<file path="config.mk">
export PLATFORM = sky130hd
export DESIGN_NAME = rba_bank
export DESIGN_NICKNAME = d
export VERILOG_FILES = /design/src/logic/rba_pkg.sv /design/src/logic/rba_bank.sv
export SDC_FILE = /design/constraint.sdc
export NUM_CORES = 1
export LEC_CHECK = 0
export BUFFER_PORTS_ARGS = -buffer_cell sky130_fd_sc_hd__buf_2
export CAP_MARGIN = 20
export CORE_AREA = 2 2 145 147
export DETAILED_ROUTE_END_ITERATION = 6
export DIE_AREA = 0 0 147 149
export GPL_ROUTABILITY_DRIVEN = 0
export PLACE_DENSITY = 0.66
export SYNTH_ARGS = -nofsm -noshare
export SYNTH_HDL_FRONTEND = slang
export SYNTH_SLANG_ARGS = --single-unit
</file>
<file path="constraint.sdc">
create_clock -name pclk -period 6 [get_ports pclk]
set_clock_uncertainty 0.05 [all_clocks]
set_input_delay 0.6 -clock pclk [delete_from_list [all_inputs] [get_ports pclk]]
set_output_delay 0.6 -clock pclk [all_outputs]
set_load 0.005 [all_outputs]
</file>
<file path="src/logic/rba_pkg.sv">
/*
 * rba_pkg: constants, offsets, reset values and carrier types for the
 * register bit-attribute bank.
 * assumes: one 32-bit apb slave, one field of rba_fw bits per aligned word.
 */
`default_nettype none

package rba_pkg;

	localparam int RBA_FW    = 8;
	localparam int RBA_AW    = 8;
	localparam int RBA_DW    = 32;
	localparam int RBA_SRC_W = 2;

	// byte offsets of the field words
	localparam logic [RBA_AW-1:0] RBA_OFF_RO    = 8'h00;
	localparam logic [RBA_AW-1:0] RBA_OFF_RW    = 8'h04;
	localparam logic [RBA_AW-1:0] RBA_OFF_RC    = 8'h08;
	localparam logic [RBA_AW-1:0] RBA_OFF_W1S   = 8'h0c;
	localparam logic [RBA_AW-1:0] RBA_OFF_WO    = 8'h10;
	localparam logic [RBA_AW-1:0] RBA_OFF_RWO   = 8'h14;
	localparam logic [RBA_AW-1:0] RBA_OFF_RWL   = 8'h18;
	localparam logic [RBA_AW-1:0] RBA_OFF_KL    = 8'h1c;
	localparam logic [RBA_AW-1:0] RBA_OFF_RW1C  = 8'h20;
	localparam logic [RBA_AW-1:0] RBA_OFF_RW0C  = 8'h24;
	localparam logic [RBA_AW-1:0] RBA_OFF_ROS   = 8'h28;
	localparam logic [RBA_AW-1:0] RBA_OFF_READABLE_SET_ONLY_BIT  = 8'h2c;
	localparam logic [RBA_AW-1:0] RBA_OFF_RWS   = 8'h30;
	localparam logic [RBA_AW-1:0] RBA_OFF_STICKY_WRITE_ONE_CLEAR_BIT = 8'h34;
	localparam logic [RBA_AW-1:0] RBA_OFF_LB    = 8'h38;
	localparam logic [RBA_AW-1:0] RBA_OFF_LBEN  = 8'h3c;
	localparam logic [RBA_AW-1:0] RBA_OFF_SLB   = 8'h40;
	localparam logic [RBA_AW-1:0] RBA_OFF_FW    = 8'h44;

	// configuration request source groups
	localparam logic [RBA_SRC_W-1:0] RBA_SRC_LCORE = 2'h0;
	localparam logic [RBA_SRC_W-1:0] RBA_SRC_RCORE = 2'h1;
	localparam logic [RBA_SRC_W-1:0] RBA_SRC_UCODE = 2'h2;
	localparam logic [RBA_SRC_W-1:0] RBA_SRC_AGENT = 2'h3;

	// reset values
	localparam logic [RBA_FW-1:0] RBA_DEF_CTL    = 8'h00;
	localparam logic [RBA_FW-1:0] RBA_DEF_STAT   = 8'h00;
	localparam logic [RBA_FW-1:0] RBA_DEF_LOCK   = 8'h00;
	localparam logic [RBA_FW-1:0] RBA_DEF_STICKY = 8'h00;
	localparam logic [RBA_DW-1:0] RBA_DEF_RDATA  = 32'h0000_0000;

	// software-controlled field values, except fw, which only the side path writes
	typedef struct packed {
		logic [RBA_FW-1:0] rw;
		logic [RBA_FW-1:0] w1s;
		logic [RBA_FW-1:0] wo;
		logic [RBA_FW-1:0] rwo;
		logic [RBA_FW-1:0] rwl;
		logic [RBA_FW-1:0] kl;
		logic [RBA_FW-1:0] lb;
		logic [RBA_FW-1:0] lb_en;
		logic [RBA_FW-1:0] fw;
	} rba_ctl_t;

	// status fields, hardware-set except readable_set_only_bit, which hardware clears
	typedef struct packed {
		logic [RBA_FW-1:0] rc;
		logic [RBA_FW-1:0] rw1c;
		logic [RBA_FW-1:0] rw0c;
		logic [RBA_FW-1:0] readable_set_only_bit;
	} rba_stat_t;

	// state under the hard reset
	typedef struct packed {
		rba_ctl_t          c;
		rba_stat_t         s;
		logic              rwo_done;
		logic              lben_done;
		logic [RBA_DW-1:0] rdata;
		logic              ready;
	} rba_hard_t;

	// state under the power-good reset only
	typedef struct packed {
		logic [RBA_FW-1:0] sticky_readonly_bit;
		logic [RBA_FW-1:0] sticky_readwrite_bit;
		logic [RBA_FW-1:0] sticky_write_one_clear_bit;
		logic [RBA_FW-1:0] slb;
	} rba_sticky_t;

endpackage

`default_nettype wire

</file>
<file path="src/logic/rba_bank.sv">
/*
 * rba_bank: one field of each bit-access attribute behind an apb slave,
 * with a hard-reset domain and a power-good (sticky) domain.
 * assumes: apb master keeps request stable until pready; req_src is
 * valid with the request; hardware event inputs are synchronous to pclk.
 */
`timescale 1ns/1ps
`default_nettype none

module rba_bank (
	input  wire logic                           pclk,
	input  wire logic                           presetn,
	input  wire logic                           pwr_good_n,
	input  wire logic                           psel,
	input  wire logic                           penable,
	input  wire logic                           pwrite,
	input  wire logic [rba_pkg::RBA_AW-1:0]     paddr,
	input  wire logic [rba_pkg::RBA_DW-1:0]     pwdata,
	input  wire logic [3:0]                     pstrb,
	input  wire logic [rba_pkg::RBA_SRC_W-1:0]  req_src,
	input  wire logic [rba_pkg::RBA_FW-1:0]     hw_ro_data,
	input  wire logic                           hw_rw_we,
	input  wire logic [rba_pkg::RBA_FW-1:0]     hw_rw_data,
	input  wire logic [rba_pkg::RBA_FW-1:0]     hw_rc_set,
	input  wire logic [rba_pkg::RBA_FW-1:0]     hw_rw1c_set,
	input  wire logic [rba_pkg::RBA_FW-1:0]     hw_rw0c_set,
	input  wire logic [rba_pkg::RBA_FW-1:0]     hw_readable_set_only_bit_clr,
	input  wire logic                           hw_ros_we,
	input  wire logic [rba_pkg::RBA_FW-1:0]     hw_ros_data,
	input  wire logic [rba_pkg::RBA_FW-1:0]     hw_sticky_write_one_clear_bit_set,
	input  wire logic                           hw_lock,
	input  wire logic                           fw_wr_valid,
	input  wire logic [rba_pkg::RBA_FW-1:0]     fw_wr_data,
	output logic [rba_pkg::RBA_DW-1:0]          prdata,
	output logic                                pready,
	output logic                                pslverr,
	output rba_pkg::rba_ctl_t                   ctl,
	output rba_pkg::rba_stat_t                  stat,
	output rba_pkg::rba_sticky_t                sticky
);

	////////////////////////////////////////////////////////////////////////
	// state and reset combination

	rba_pkg::rba_hard_t   hq_r;
	rba_pkg::rba_hard_t   hq_nxt;
	rba_pkg::rba_sticky_t sq_r;
	rba_pkg::rba_sticky_t sq_nxt;
	logic                 rst_hard_n;
	logic                 acc;
	logic                 wr;
	logic                 rd;
	logic                 lock;
	logic                 bypass;
	logic [rba_pkg::RBA_FW-1:0] wd;

	// power-good reset also acts as a hard reset
	assign rst_hard_n = presetn & pwr_good_n;

	// access-phase decode; only byte lane 0 carries a field
	assign acc    = psel & penable & hq_r.ready;
	assign wr     = acc & pwrite & pstrb[0];
	assign rd     = acc & ~pwrite;
	assign wd     = pwdata[rba_pkg::RBA_FW-1:0];
	assign lock   = (|hq_r.c.kl) | hw_lock;
	assign bypass = hq_r.c.lb_en[req_src];

	////////////////////////////////////////////////////////////////////////
	// next state of the hard-reset fields and of the bus slave

	always_comb begin
		hq_nxt = hq_r;
		// one-cycle registered answer: ready in the access cycle
		hq_nxt.ready = psel & ~penable;
		if (psel & ~penable & ~pwrite) begin
			hq_nxt.rdata = rba_pkg::RBA_DEF_RDATA;
			unique case (paddr)
				rba_pkg::RBA_OFF_RO:    hq_nxt.rdata[rba_pkg::RBA_FW-1:0] = hw_ro_data;
				rba_pkg::RBA_OFF_RW:    hq_nxt.rdata[rba_pkg::RBA_FW-1:0] = hq_r.c.rw;
				rba_pkg::RBA_OFF_RC:    hq_nxt.rdata[rba_pkg::RBA_FW-1:0] = hq_r.s.rc;
				rba_pkg::RBA_OFF_RWO:   hq_nxt.rdata[rba_pkg::RBA_FW-1:0] = hq_r.c.rwo;
				rba_pkg::RBA_OFF_RWL:   hq_nxt.rdata[rba_pkg::RBA_FW-1:0] = hq_r.c.rwl;
				rba_pkg::RBA_OFF_KL:    hq_nxt.rdata[rba_pkg::RBA_FW-1:0] = hq_r.c.kl;
				rba_pkg::RBA_OFF_RW1C:  hq_nxt.rdata[rba_pkg::RBA_FW-1:0] = hq_r.s.rw1c;
				rba_pkg::RBA_OFF_RW0C:  hq_nxt.rdata[rba_pkg::RBA_FW-1:0] = hq_r.s.rw0c;
				rba_pkg::RBA_OFF_ROS:   hq_nxt.rdata[rba_pkg::RBA_FW-1:0] = sq_r.sticky_readonly_bit;
				rba_pkg::RBA_OFF_READABLE_SET_ONLY_BIT:  hq_nxt.rdata[rba_pkg::RBA_FW-1:0] = hq_r.s.readable_set_only_bit;
				rba_pkg::RBA_OFF_RWS:   hq_nxt.rdata[rba_pkg::RBA_FW-1:0] = sq_r.sticky_readwrite_bit;
				rba_pkg::RBA_OFF_STICKY_WRITE_ONE_CLEAR_BIT: hq_nxt.rdata[rba_pkg::RBA_FW-1:0] = sq_r.sticky_write_one_clear_bit;
				rba_pkg::RBA_OFF_LB:    hq_nxt.rdata[rba_pkg::RBA_FW-1:0] = hq_r.c.lb;
				rba_pkg::RBA_OFF_LBEN:  hq_nxt.rdata[rba_pkg::RBA_FW-1:0] = hq_r.c.lb_en;
				rba_pkg::RBA_OFF_SLB:   hq_nxt.rdata[rba_pkg::RBA_FW-1:0] = sq_r.slb;
				rba_pkg::RBA_OFF_FW:    hq_nxt.rdata[rba_pkg::RBA_FW-1:0] = hq_r.c.fw;
				default:                hq_nxt.rdata = rba_pkg::RBA_DEF_RDATA; // w1s, wo, unmapped
			endcase
		end

		// volatile read-write: hardware update wins over software
		if (hw_rw_we) begin
			hq_nxt.c.rw = hw_rw_data;
		end else if (wr && paddr == rba_pkg::RBA_OFF_RW) begin
			hq_nxt.c.rw = wd;
		end

		// clear only the bits returned by the read, new sets win
		hq_nxt.s.rc = hq_r.s.rc;
		if (rd && paddr == rba_pkg::RBA_OFF_RC) begin
			hq_nxt.s.rc = hq_r.s.rc & ~hq_r.rdata[rba_pkg::RBA_FW-1:0];
		end
		hq_nxt.s.rc = hq_nxt.s.rc | hw_rc_set;

		// write one to set, zeros ignored
		if (wr && paddr == rba_pkg::RBA_OFF_W1S) begin
			hq_nxt.c.w1s = hq_r.c.w1s | wd;
		end

		// write-only field takes microcode writes only
		if (wr && paddr == rba_pkg::RBA_OFF_WO && req_src == rba_pkg::RBA_SRC_UCODE) begin
			hq_nxt.c.wo = wd;
		end

		// first write after reset sticks, later ones ignored
		if (wr && paddr == rba_pkg::RBA_OFF_RWO && !hq_r.rwo_done) begin
			hq_nxt.c.rwo    = wd;
			hq_nxt.rwo_done = 1'b1;
		end

		// lockable field
		if (wr && paddr == rba_pkg::RBA_OFF_RWL && !lock) begin
			hq_nxt.c.rwl = wd;
		end

		// lock agent, itself locked by other logic
		if (wr && paddr == rba_pkg::RBA_OFF_KL && !hw_lock) begin
			hq_nxt.c.kl = wd;
		end

		// write one to clear, hardware set wins
		hq_nxt.s.rw1c = hq_r.s.rw1c | hw_rw1c_set;
		if (wr && paddr == rba_pkg::RBA_OFF_RW1C) begin
			hq_nxt.s.rw1c = (hq_r.s.rw1c & ~wd) | hw_rw1c_set;
		end

		// write zero to clear, hardware set wins
		hq_nxt.s.rw0c = hq_r.s.rw0c | hw_rw0c_set;
		if (wr && paddr == rba_pkg::RBA_OFF_RW0C) begin
			hq_nxt.s.rw0c = (hq_r.s.rw0c & wd) | hw_rw0c_set;
		end

		// readable set-only: only hardware clears, software set wins
		hq_nxt.s.readable_set_only_bit = hq_r.s.readable_set_only_bit & ~hw_readable_set_only_bit_clr;
		if (wr && paddr == rba_pkg::RBA_OFF_READABLE_SET_ONLY_BIT) begin
			hq_nxt.s.readable_set_only_bit = (hq_r.s.readable_set_only_bit & ~hw_readable_set_only_bit_clr) | wd;
		end

		// lock-bypass: enabled source groups write through the lock
		if (wr && paddr == rba_pkg::RBA_OFF_LB && (!lock || bypass)) begin
			hq_nxt.c.lb = wd;
		end

		// bypass enables are write-once
		if (wr && paddr == rba_pkg::RBA_OFF_LBEN && !hq_r.lben_done) begin
			hq_nxt.c.lb_en    = wd;
			hq_nxt.lben_done = 1'b1;
		end

		// forced-write field: bus writes ignored, side path only
		if (fw_wr_valid) begin
			hq_nxt.c.fw = fw_wr_data;
		end
	end

	////////////////////////////////////////////////////////////////////////
	// next state of the sticky fields

	always_comb begin
		sq_nxt = sq_r;
		// sticky read-only, hardware only
		if (hw_ros_we) begin
			sq_nxt.sticky_readonly_bit = hw_ros_data;
		end
		// sticky read-write
		if (wr && paddr == rba_pkg::RBA_OFF_RWS) begin
			sq_nxt.sticky_readwrite_bit = wd;
		end
		// sticky write one to clear, hardware set wins
		sq_nxt.sticky_write_one_clear_bit = sq_r.sticky_write_one_clear_bit | hw_sticky_write_one_clear_bit_set;
		if (wr && paddr == rba_pkg::RBA_OFF_STICKY_WRITE_ONE_CLEAR_BIT) begin
			sq_nxt.sticky_write_one_clear_bit = (sq_r.sticky_write_one_clear_bit & ~wd) | hw_sticky_write_one_clear_bit_set;
		end
		// sticky lock-bypass
		if (wr && paddr == rba_pkg::RBA_OFF_SLB && (!lock || bypass)) begin
			sq_nxt.slb = wd;
		end
	end

	////////////////////////////////////////////////////////////////////////
	// registers: hard domain and power-good domain

	// all non-sticky state returns to default on hard reset
	always_ff @(posedge pclk or negedge rst_hard_n) begin
		if (!rst_hard_n) begin
			hq_r.c.rw     <= rba_pkg::RBA_DEF_CTL;
			hq_r.c.w1s    <= rba_pkg::RBA_DEF_CTL;
			hq_r.c.wo     <= rba_pkg::RBA_DEF_CTL;
			hq_r.c.rwo    <= rba_pkg::RBA_DEF_CTL;
			hq_r.c.rwl    <= rba_pkg::RBA_DEF_CTL;
			hq_r.c.kl     <= rba_pkg::RBA_DEF_LOCK;
			hq_r.c.lb     <= rba_pkg::RBA_DEF_CTL;
			hq_r.c.lb_en  <= rba_pkg::RBA_DEF_LOCK;
			hq_r.c.fw     <= rba_pkg::RBA_DEF_CTL;
			hq_r.s.rc     <= rba_pkg::RBA_DEF_STAT;
			hq_r.s.rw1c   <= rba_pkg::RBA_DEF_STAT;
			hq_r.s.rw0c   <= rba_pkg::RBA_DEF_STAT;
			hq_r.s.readable_set_only_bit   <= rba_pkg::RBA_DEF_STAT;
			hq_r.rwo_done <= 1'b0;
			hq_r.lben_done <= 1'b0;
			hq_r.rdata    <= rba_pkg::RBA_DEF_RDATA;
			hq_r.ready    <= 1'b0;
		end else begin
			hq_r <= hq_nxt;
		end
	end

	// sticky state survives hard reset
	always_ff @(posedge pclk or negedge pwr_good_n) begin
		if (!pwr_good_n) begin
			sq_r.sticky_readonly_bit   <= rba_pkg::RBA_DEF_STICKY;
			sq_r.sticky_readwrite_bit   <= rba_pkg::RBA_DEF_STICKY;
			sq_r.sticky_write_one_clear_bit <= rba_pkg::RBA_DEF_STICKY;
			sq_r.slb   <= rba_pkg::RBA_DEF_STICKY;
		end else begin
			sq_r <= sq_nxt;
		end
	end

	// outputs straight from the state flops, except pslverr, which is tied low
	assign prdata  = hq_r.rdata;
	assign pready  = hq_r.ready;
	assign pslverr = 1'b0;   // unmapped reads zero, writes ignored
	assign ctl     = hq_r.c;
	assign stat    = hq_r.s;
	assign sticky  = sq_r;
endmodule // rba_bank

`default_nettype wire

</file>
* Word level (Yosys, flattened, before mapping)
Index checks and enable logic that the tools add are counted.
** Storage, ports and cells
- Bits in latches :: 0
- Memories kept :: 0
- Output and inout port bits :: 170
- Bits in writable memories :: 0
- Input port bits :: 128
- Word-level logic and storage cells :: 108
- Bits in read-only memories :: 0
- Bits in registers :: 147
** Cells by class
- Reductions and logical operators :: 30
- Add/sub/neg operators :: 0
- Equality and inequality tests :: 18
- Order comparisons :: 1
- $mul :: 0
- Shift-type cells :: 0
- Div/mod/pow operators :: 0
- Bitwise logic cells :: 28
- Multiplexer cells :: 10
** Operators by type and width (number)
- $pmux 8 s16 :: 1
- $or 8x8->8 :: 9
- $eq 8x6->1 const B :: 8
- $mux 8 :: 7
- $and 8x8->8 :: 5
- $eq 8x5->1 const B :: 4
- $not 8->8 :: 3
- $logic_and 1x1->1 :: 22
- $eq 8x4->1 const B :: 2
- $eq 8x7->1 const B :: 2
- $and 1x1->1 :: 8
- $eq 8x3->1 const B :: 1
- $logic_not 8->1 :: 1
- $reduce_or 8->1 :: 1
- $logic_not 1->1 :: 4
- $lt 2x4->1 const B :: 1
- $bmux 1 s2 :: 1
- $eq 2x2->1 const B :: 1
- $not 1->1 :: 2
- $reduce_bool 2->1 :: 1
- $logic_or 1x1->1 :: 1
- $mux 1 :: 1
- $or 1x1->1 :: 1

* Logic depth before layout (Yosys ltp)
Gate-level depths: netlist (run 1).
- Depth after elaboration :: 7
- Gate-level depth with buffers :: 8
- Mapped depth without buffers :: 5

* Worst setup path after synthesis (run 1)
OpenSTA, ideal clock, no wires.
- Path type :: input port to flip-flop
- Start point :: in paddr[4] (netlist name)
- End point :: reg hq_r, in the netlist prdata[0]
- Data arrival time :: 2074 ps
- Cell stages on the path :: 7
- Library setup time :: 148 ps
- Path buffers :: 2
- Setup slack :: 3728 ps
- Data required time :: 5802 ps
- Cells stage by stage :: clkbuf_2 > buf_2 > mux2_2 > a22oi_1 > a21oi_1 > a2111oi_0 > o221ai_1
** Between the ends
- Cells in the longest elaborated chain, start to end :: 2
- Elaborated cells on any way between the ends :: 17
- Those cells by class :: eq/ne (15); mux (1); reduce/logical (1)
** RTL lines
- from (decl) :: RTL line rba_bank.sv:17 : input wire logic [rba_pkg::RBA_AW-1:0] paddr,
- $eq 8x7->1 (tied with other cells) :: RTL line rba_bank.sv:77 : unique case (paddr)
- $pmux 8 s16 * :: RTL line rba_bank.sv:77
- to (signal assigned) :: RTL line rba_bank.sv:221 : hq_r <= hq_nxt;
- to (decl) :: RTL line rba_bank.sv:45 : rba_pkg::rba_hard_t hq_r;
Every way passes the cells marked *; elsewhere a longest branch is shown, timed or not.
A chain may end at the register's enable or synchronous reset.

* Worst setup path after layout (run 1)
- Start point :: in paddr[5] (netlist name)
- End point :: reg hq_r, in the netlist ctl[8]
** Between the ends
- Cells in the longest elaborated chain, start to end :: 3
** RTL lines
- $eq 8x6->1 :: RTL line rba_bank.sv:162 : if (wr && paddr == rba_pkg::RBA_OFF_LBEN && !hq_r.lben_done) begin
- $logic_and 1x1->1 (2 in series) :: RTL line rba_bank.sv:162
Every way passes these cells.

==> impl_metrics.csv, run 1 <==
group,metric,value,unit
status,status,"finished, final reports clean",
route,post_drt_wl_per_cell,21.6,µm
cts,cts_buffers,17,
synthesis,synth-seq-cells,147,
cts,cts.sinks,147,
route,ant_nets,0,
cts,cts_root_buf,"clkbuf_16",
synthesis,synthSimpleGateAreaFrac,10.7,%
route,viasPerCell,5.18,
hold_path,hp-class,"in2async",
synthesis,synth_compound_area_share,10.8,%
power,ir_drop,178,µV
grt,grt_pass1_vias,5841,
run,max_cap_viol_count,0,
critical_path,crit_type,"in2reg",
synthesis,synth_ff_type,"dfrtp_1",
cts,cts_setup_buffers,0,
placed_design,numPortBuffers,245,
cts,clock_path_buffers,2,
sta,hold_violations,0,
synthesis,ys_seq_area_share,45.8,%
floorplan,ios,298,
power,total_power,2260,µW
synthesis,yosys_warnings,0,
sta,worst_slew_pin_slew,0.996,ns
placed_design,place_inst,1099,
synthesis,synth_fa_ha_area_share,0,%
layout,layout_commonest_cell,"buf_2",
critical_path,worstSetupEndpointType,"flop",
grt,grt_antenna_before_repair,2,
critical_path,cp.required,6.25,ns
sta,tns,0,ns
cts,cts-resized-gates,0,
critical_path,cp_max_fo,24,
sta,rsz0062_at_grt,"false",
placed_design,dpl_cell_area,8540,µm²
sta,slew_headroom,33.6,%
sta,period_needed,2.81,ns
synthesis,ys_types,58,
route,drc,0,
placed_design,dpl.hpwl,18200,µm
grt,track_usage,22.4,%
critical_path,cp.arrival,3.06,ns
synthesis,synth.mux.area_fraction,17.8,%
synthesis,synthArstFlopShare,100,%
layout,layout_common_cells,"245 x buf_2, 147 x dfrtp_1, 83 x mux2_2, 60 x nand2_1, 32 x a21o_1",
synthesis,synth_area,8040,µm²
layout,postLayoutCoreUtil,44.4,%
synthesis,syn_inst,721,
sta,drv_slew,0,
layout,nets,971,
layout,drive_gt1_share,45.7,%
layout,finalNonFillerCells,1131,
layout,final_area,9120,µm²
grt,grt_pass1_wl,36200,µm
cts,h-tree-depth,4,
grt,grt_max_degree,72,
cts,cts_tree,"done",
critical_path,cp-start-kind,"input pin",
floorplan,initial_utilization,39.1,%
sta,setup_violations,0,
sta,fmax,0.356,GHz
floorplan,core-area,20600,µm²
power,p_per_area,247,nW/µm²
route,num_vias,5864,
grt,grt_overflow,0,
floorplan,die_y,149,µm
route,drt-pass1-iter-count,4,
floorplan,fp.dieW,147,µm
synthesis,syn_area_per_cell,11.1,µm²
layout,syn_to_final_growth,13.5,%
sta,period_share,46.8,%
synthesis,synth_edf_count,0,
cts,clk_pin_slew,0.06,ns
floorplan,die_area,21900,µm²
route,drt_iter0_markers,338,
synthesis,synth_top_family_by_area,"multiplexers",
cts,ctsHoldBuffers,0,
route,routed_wl,24500,µm
synthesis,synthXorXnorAreaFrac,0,%
cts,clk_latency,0.42,ns
power,p_leak,0.00451,µW
floorplan,rows,53,
area by class of cell:
type                       instances  area [µm²]
timing repair buffer             246        1230
sequential                       147        3680
inverter                           8        30.0
tap                              275         344
clock inverter                    10         106
clock buffer                      21         470
multi-input combinational        423        3260
antenna                            1        2.50
fill                            2036       11400
cells in the mapped netlist, types with 2 or more instances:
cell	number	share of area, %
nor3_1	3	0.19
nor2_1	20	0.93
a21oi_1	15	0.93
nor4_1	2	0.16
nor3_2	4	0.50
or4_1	3	0.28
mux2_2	83	12
mux2i_1	30	3.7
nand3b_1	4	0.37
buf_1	2	0.093
nand3_1	4	0.25
o221ai_1	6	0.65
buf_4	139	13
mux2_1	3	0.42
o22ai_1	8	0.62
nand2_1	60	2.8
inv_1	8	0.37
and2_1	2	0.16
nand2b_1	10	0.78
nor2b_1	5	0.39
o21ai_1	3	0.19
nor3_4	2	0.40
clkbuf_1	14	0.65
mux2_4	8	1.5
nor4b_1	2	0.22
buf_2	11	0.68
a22oi_1	11	1.0
dfrtp_1	147	46
a21o_1	32	3.0
and3_1	2	0.16
a2111oi_0	7	0.76
o21ai_0	27	1.7
a22o_1	12	1.3
or3_1	5	0.39
mux4_2	2	0.56
a32oi_1	3	0.33
flip-flops by register name, indices dropped and copies added (netlist names):
| name | flops |
|---|---|
| sticky | 32 |
| prdata | 8 |
| stat | 32 |
| pready | 1 |
| hq_r | 2 |
| ctl | 72 |
power by group:
part	internal [µW]	leakage [µW]	switching, µW
Combinational	72.8	0.00235	112
Clock	639	0.000289	411
Sequential	1010	0.00187	13.5
critical path: stages:
cell	delay (ns)
buf_2	0.46
nor3b_4	0.72
nand2_4	0.21
or3_1	0.66
mux2_4	0.39
per-stage QoR:
| step | worst slack, ns | hold WS [ns] |
|---|---|---|
| 2_1_floorplan | 1.71 | 0.254 |
| 3_3_place_gp | 2.81 | 0.384 |
| 3_5_place_dp | 2.78 | 0.391 |
| 4_1_cts | 3.21 | 0.258 |
| 5_1_grt | 3.09 | 0.284 |
| 6_report | 3.19 | 0.251 |
logic make-up (layout without fill, tap and decap cells):
| logic type | count (synthesis) | in the layout |
|---|---|---|
| muxes | 126 | 126 |
| DFF | 147 | 147 |
| buffers and inverters | 175 | 285 |
| and+or+nand+nor | 145 | 145 |
| AOI/OAI and AO/OA | 127 | 127 |
| other | 1 | 26 |
final timing paths:
path | cells after the start | slack (ns) | start | end
max | 5 | 3.19 | paddr[5] | ctl[8]
min | 1 | 0.25 | pwr_good_n | sticky[25]
max reg2reg | 4 | 3.71 | ctl[30] | ctl[32]
min reg2reg | 1 | 0.40 | ctl[57] | ctl[57]
max in group asynchronous | 3 | 3.49 | pwr_good_n | stat[13]
min in group pclk | 2 | 0.30 | penable | pready
per-layer routing:
layer,up-vias,global-route usage (%),part of all wire (%)
met4,0,6.44,1.8
met1,2948,28.6,43
met2,250,37.8,48
met5,-,0,0
li1,2634,-,-
met3,32,6.02,6.4
(Power assumes the default switching activity.)
==> run 2: changes to the inputs <==
- clock period: 6 -> 2.6 ns (I/O delays scaled with it)
==> impl_metrics.csv, run 2 (synthesis gave the netlist of run 1 again) <==
group,metric,value,unit
power,p_leak,0.00485,µW
route,drt-pass1-iter-count,6,
layout,layout_commonest_cell,"buf_2",
cts,cts_buffers,17,
layout,largest_reg_flops,72,
critical_path,cp-start-kind,"input pin",
sta,hold_violations,0,
critical_path,crit_type,"in2reg",
layout,finalNonFillerCells,1213,
floorplan,die_area,21900,µm²
cts,cts_root_buf,"clkbuf_16",
cts,cts.sinks,147,
cts,clock_path_buffers,2,
critical_path,cp.required,2.86,ns
power,p_per_area,527,nW/µm²
floorplan,rows,53,
sta,layout_setup_ws,0.257,ns
run,max_cap_viol_count,0,
cts,clk_pin_slew,0.06,ns
grt,grt_pass1_vias,6121,
power,ir_drop,455,µV
status,status,"finished, final reports clean",
grt,grt_overflow,0,
critical_path,worstSetupEndpointType,"flop",
floorplan,core-area,20600,µm²
sta,drv_slew,0,
sta,worst_slew_pin_slew,0.693,ns
placed_design,numPortBuffers,245,
cts,h-tree-depth,4,
critical_path,crit_slowest_cell,"dlygate4sd3_1",
route,ant_nets,0,
floorplan,ios,298,
layout,drive_gt1_share,45.0,%
sta,period_share,90.1,%
cts,cts_setup_buffers,0,
cts,cts-resized-gates,0,
placed_design,dpl.hpwl,18700,µm
layout,layout_common_cells,"245 x buf_2, 147 x dfrtp_1, 83 x mux2_2, 60 x nand2_1, 50 x dlygate4sd3_1",
grt,grt_pass1_wl,37600,µm
floorplan,fp.dieW,147,µm
route,routed_wl,25200,µm
sta,fmax,0.427,GHz
floorplan,die_y,149,µm
critical_path,cp_max_fo,8,
sta,setup_violations,0,
layout,nFillCells,1925,
layout,postLayoutCoreUtil,48.0,%
sta,tns,0,ns
grt,grt_max_degree,42,
sta,period_needed,2.34,ns
layout,nets,1053,
grt,track_usage,23.0,%
floorplan,initial_utilization,39.1,%
grt,grt_antenna_before_repair,1,
placed_design,place_inst,1131,
layout,syn_to_final_growth,22.7,%
placed_design,pre_cts_slack,0.160,ns
sta,slew_headroom,52.6,%
route,post_drt_wl_per_cell,20.8,µm
critical_path,slowest_delay,0.54,ns
critical_path,cp.arrival,2.60,ns
route,viasPerCell,5.13,
critical_path,cp_cell_sequence,"dlygate4sd3_1 > buf_2 > and3_1 > nand3_1 > nor2_2 > nand4b_2 > mux2_2",
route,drc,0,
cts,clk_latency,0.42,ns
route,drt_iter0_markers,463,
cts,cts_tree,"done",
sta,rsz0062_at_grt,"false",
route,num_vias,6225,
hold_path,hp-class,"in2reg",
run 2: cell types whose count changed in the layout (fill, tap and decap cells not counted), moves of 2 or more:
cell / delta
buf_12: +2
buf_4: +30
clkinv_2: -3
clkinvlp_4: +3
dlygate4sd3_1: +50
run 2: final timing paths:
kind | from | to | slack, ns | cells after the start
worst min register to register | ctl[57] | ctl[57] | 0.40 | 1
worst max register to register | ctl[26] | ctl[39] | 0.30 | 4
max in group asynchronous | pwr_good_n | stat[2] | 1.36 | 4
min in group asynchronous | pwr_good_n | sticky[29] | 0.40 | 3
worst min-delay path | fw_wr_data[2] | ctl[2] | 0.01 | 2
worst max-delay path | penable | ctl[52] | 0.26 | 7
run 2: final cells by class:
type	instances	area, µm²	area share, %
Antenna cell	2	5.00	0.0508
Clock buffer	21	460	4.67
Clock inverter	9	83.8	0.850
Inverter	8	30.0	0.305
Multi-Input combinational cell	423	3260	33.0
Sequential cell	147	3680	37.3
Tap cell	275	344	3.49
Timing Repair Buffer	328	2000	20.3
run 2: what timing repair did:
action / 4_1_cts / 5_1_grt
setup endpoints to repair: 0 / 0
hold buffers: 50 / 0
endpoints found under the hold margin: 119 / 0
run 2: worst max-delay path: cells and delay by family:
family	cells	cell delay (ns)
AND/OR/NAND/NOR	4	1.29
buffers and inverters	2	0.67
multiplexers	1	0.38
run 2: routing by layer:
metal | wire [µm] | GRT usage [%] | share of wire [%]
met2 | 12100 | 37.9 | 48
met3 | 1870 | 5.87 | 7.4
met4 | 624 | 8.46 | 2.5
met5 | 0 | 0 | 0
met1 | 10700 | 29.4 | 42
run 2: where the power goes:
group | internal (µW) | switching [µW] | leakage [µW]
Clock | 1350 | 976 | 0.000257
Combinational | 235 | 275 | 0.00272
Sequential | 2330 | 30.5 | 0.00187
run 2: stage by stage:
| stage | hold WS (ns) | instance area [µm²] | power, µW |
|---|---|---|---|
| final | 0.0149 | 9860 | 5200 |
| after global routing | 0.00597 | 9860 | 5380 |
| after CTS | 0.00729 | 9850 | 5230 |
| after detailed placement | 0.303 | 8810 | 2850 |
| after global placement | 0.299 | 8810 | 2840 |
| after floorplan | -0.0856 | 8130 | 2670 |
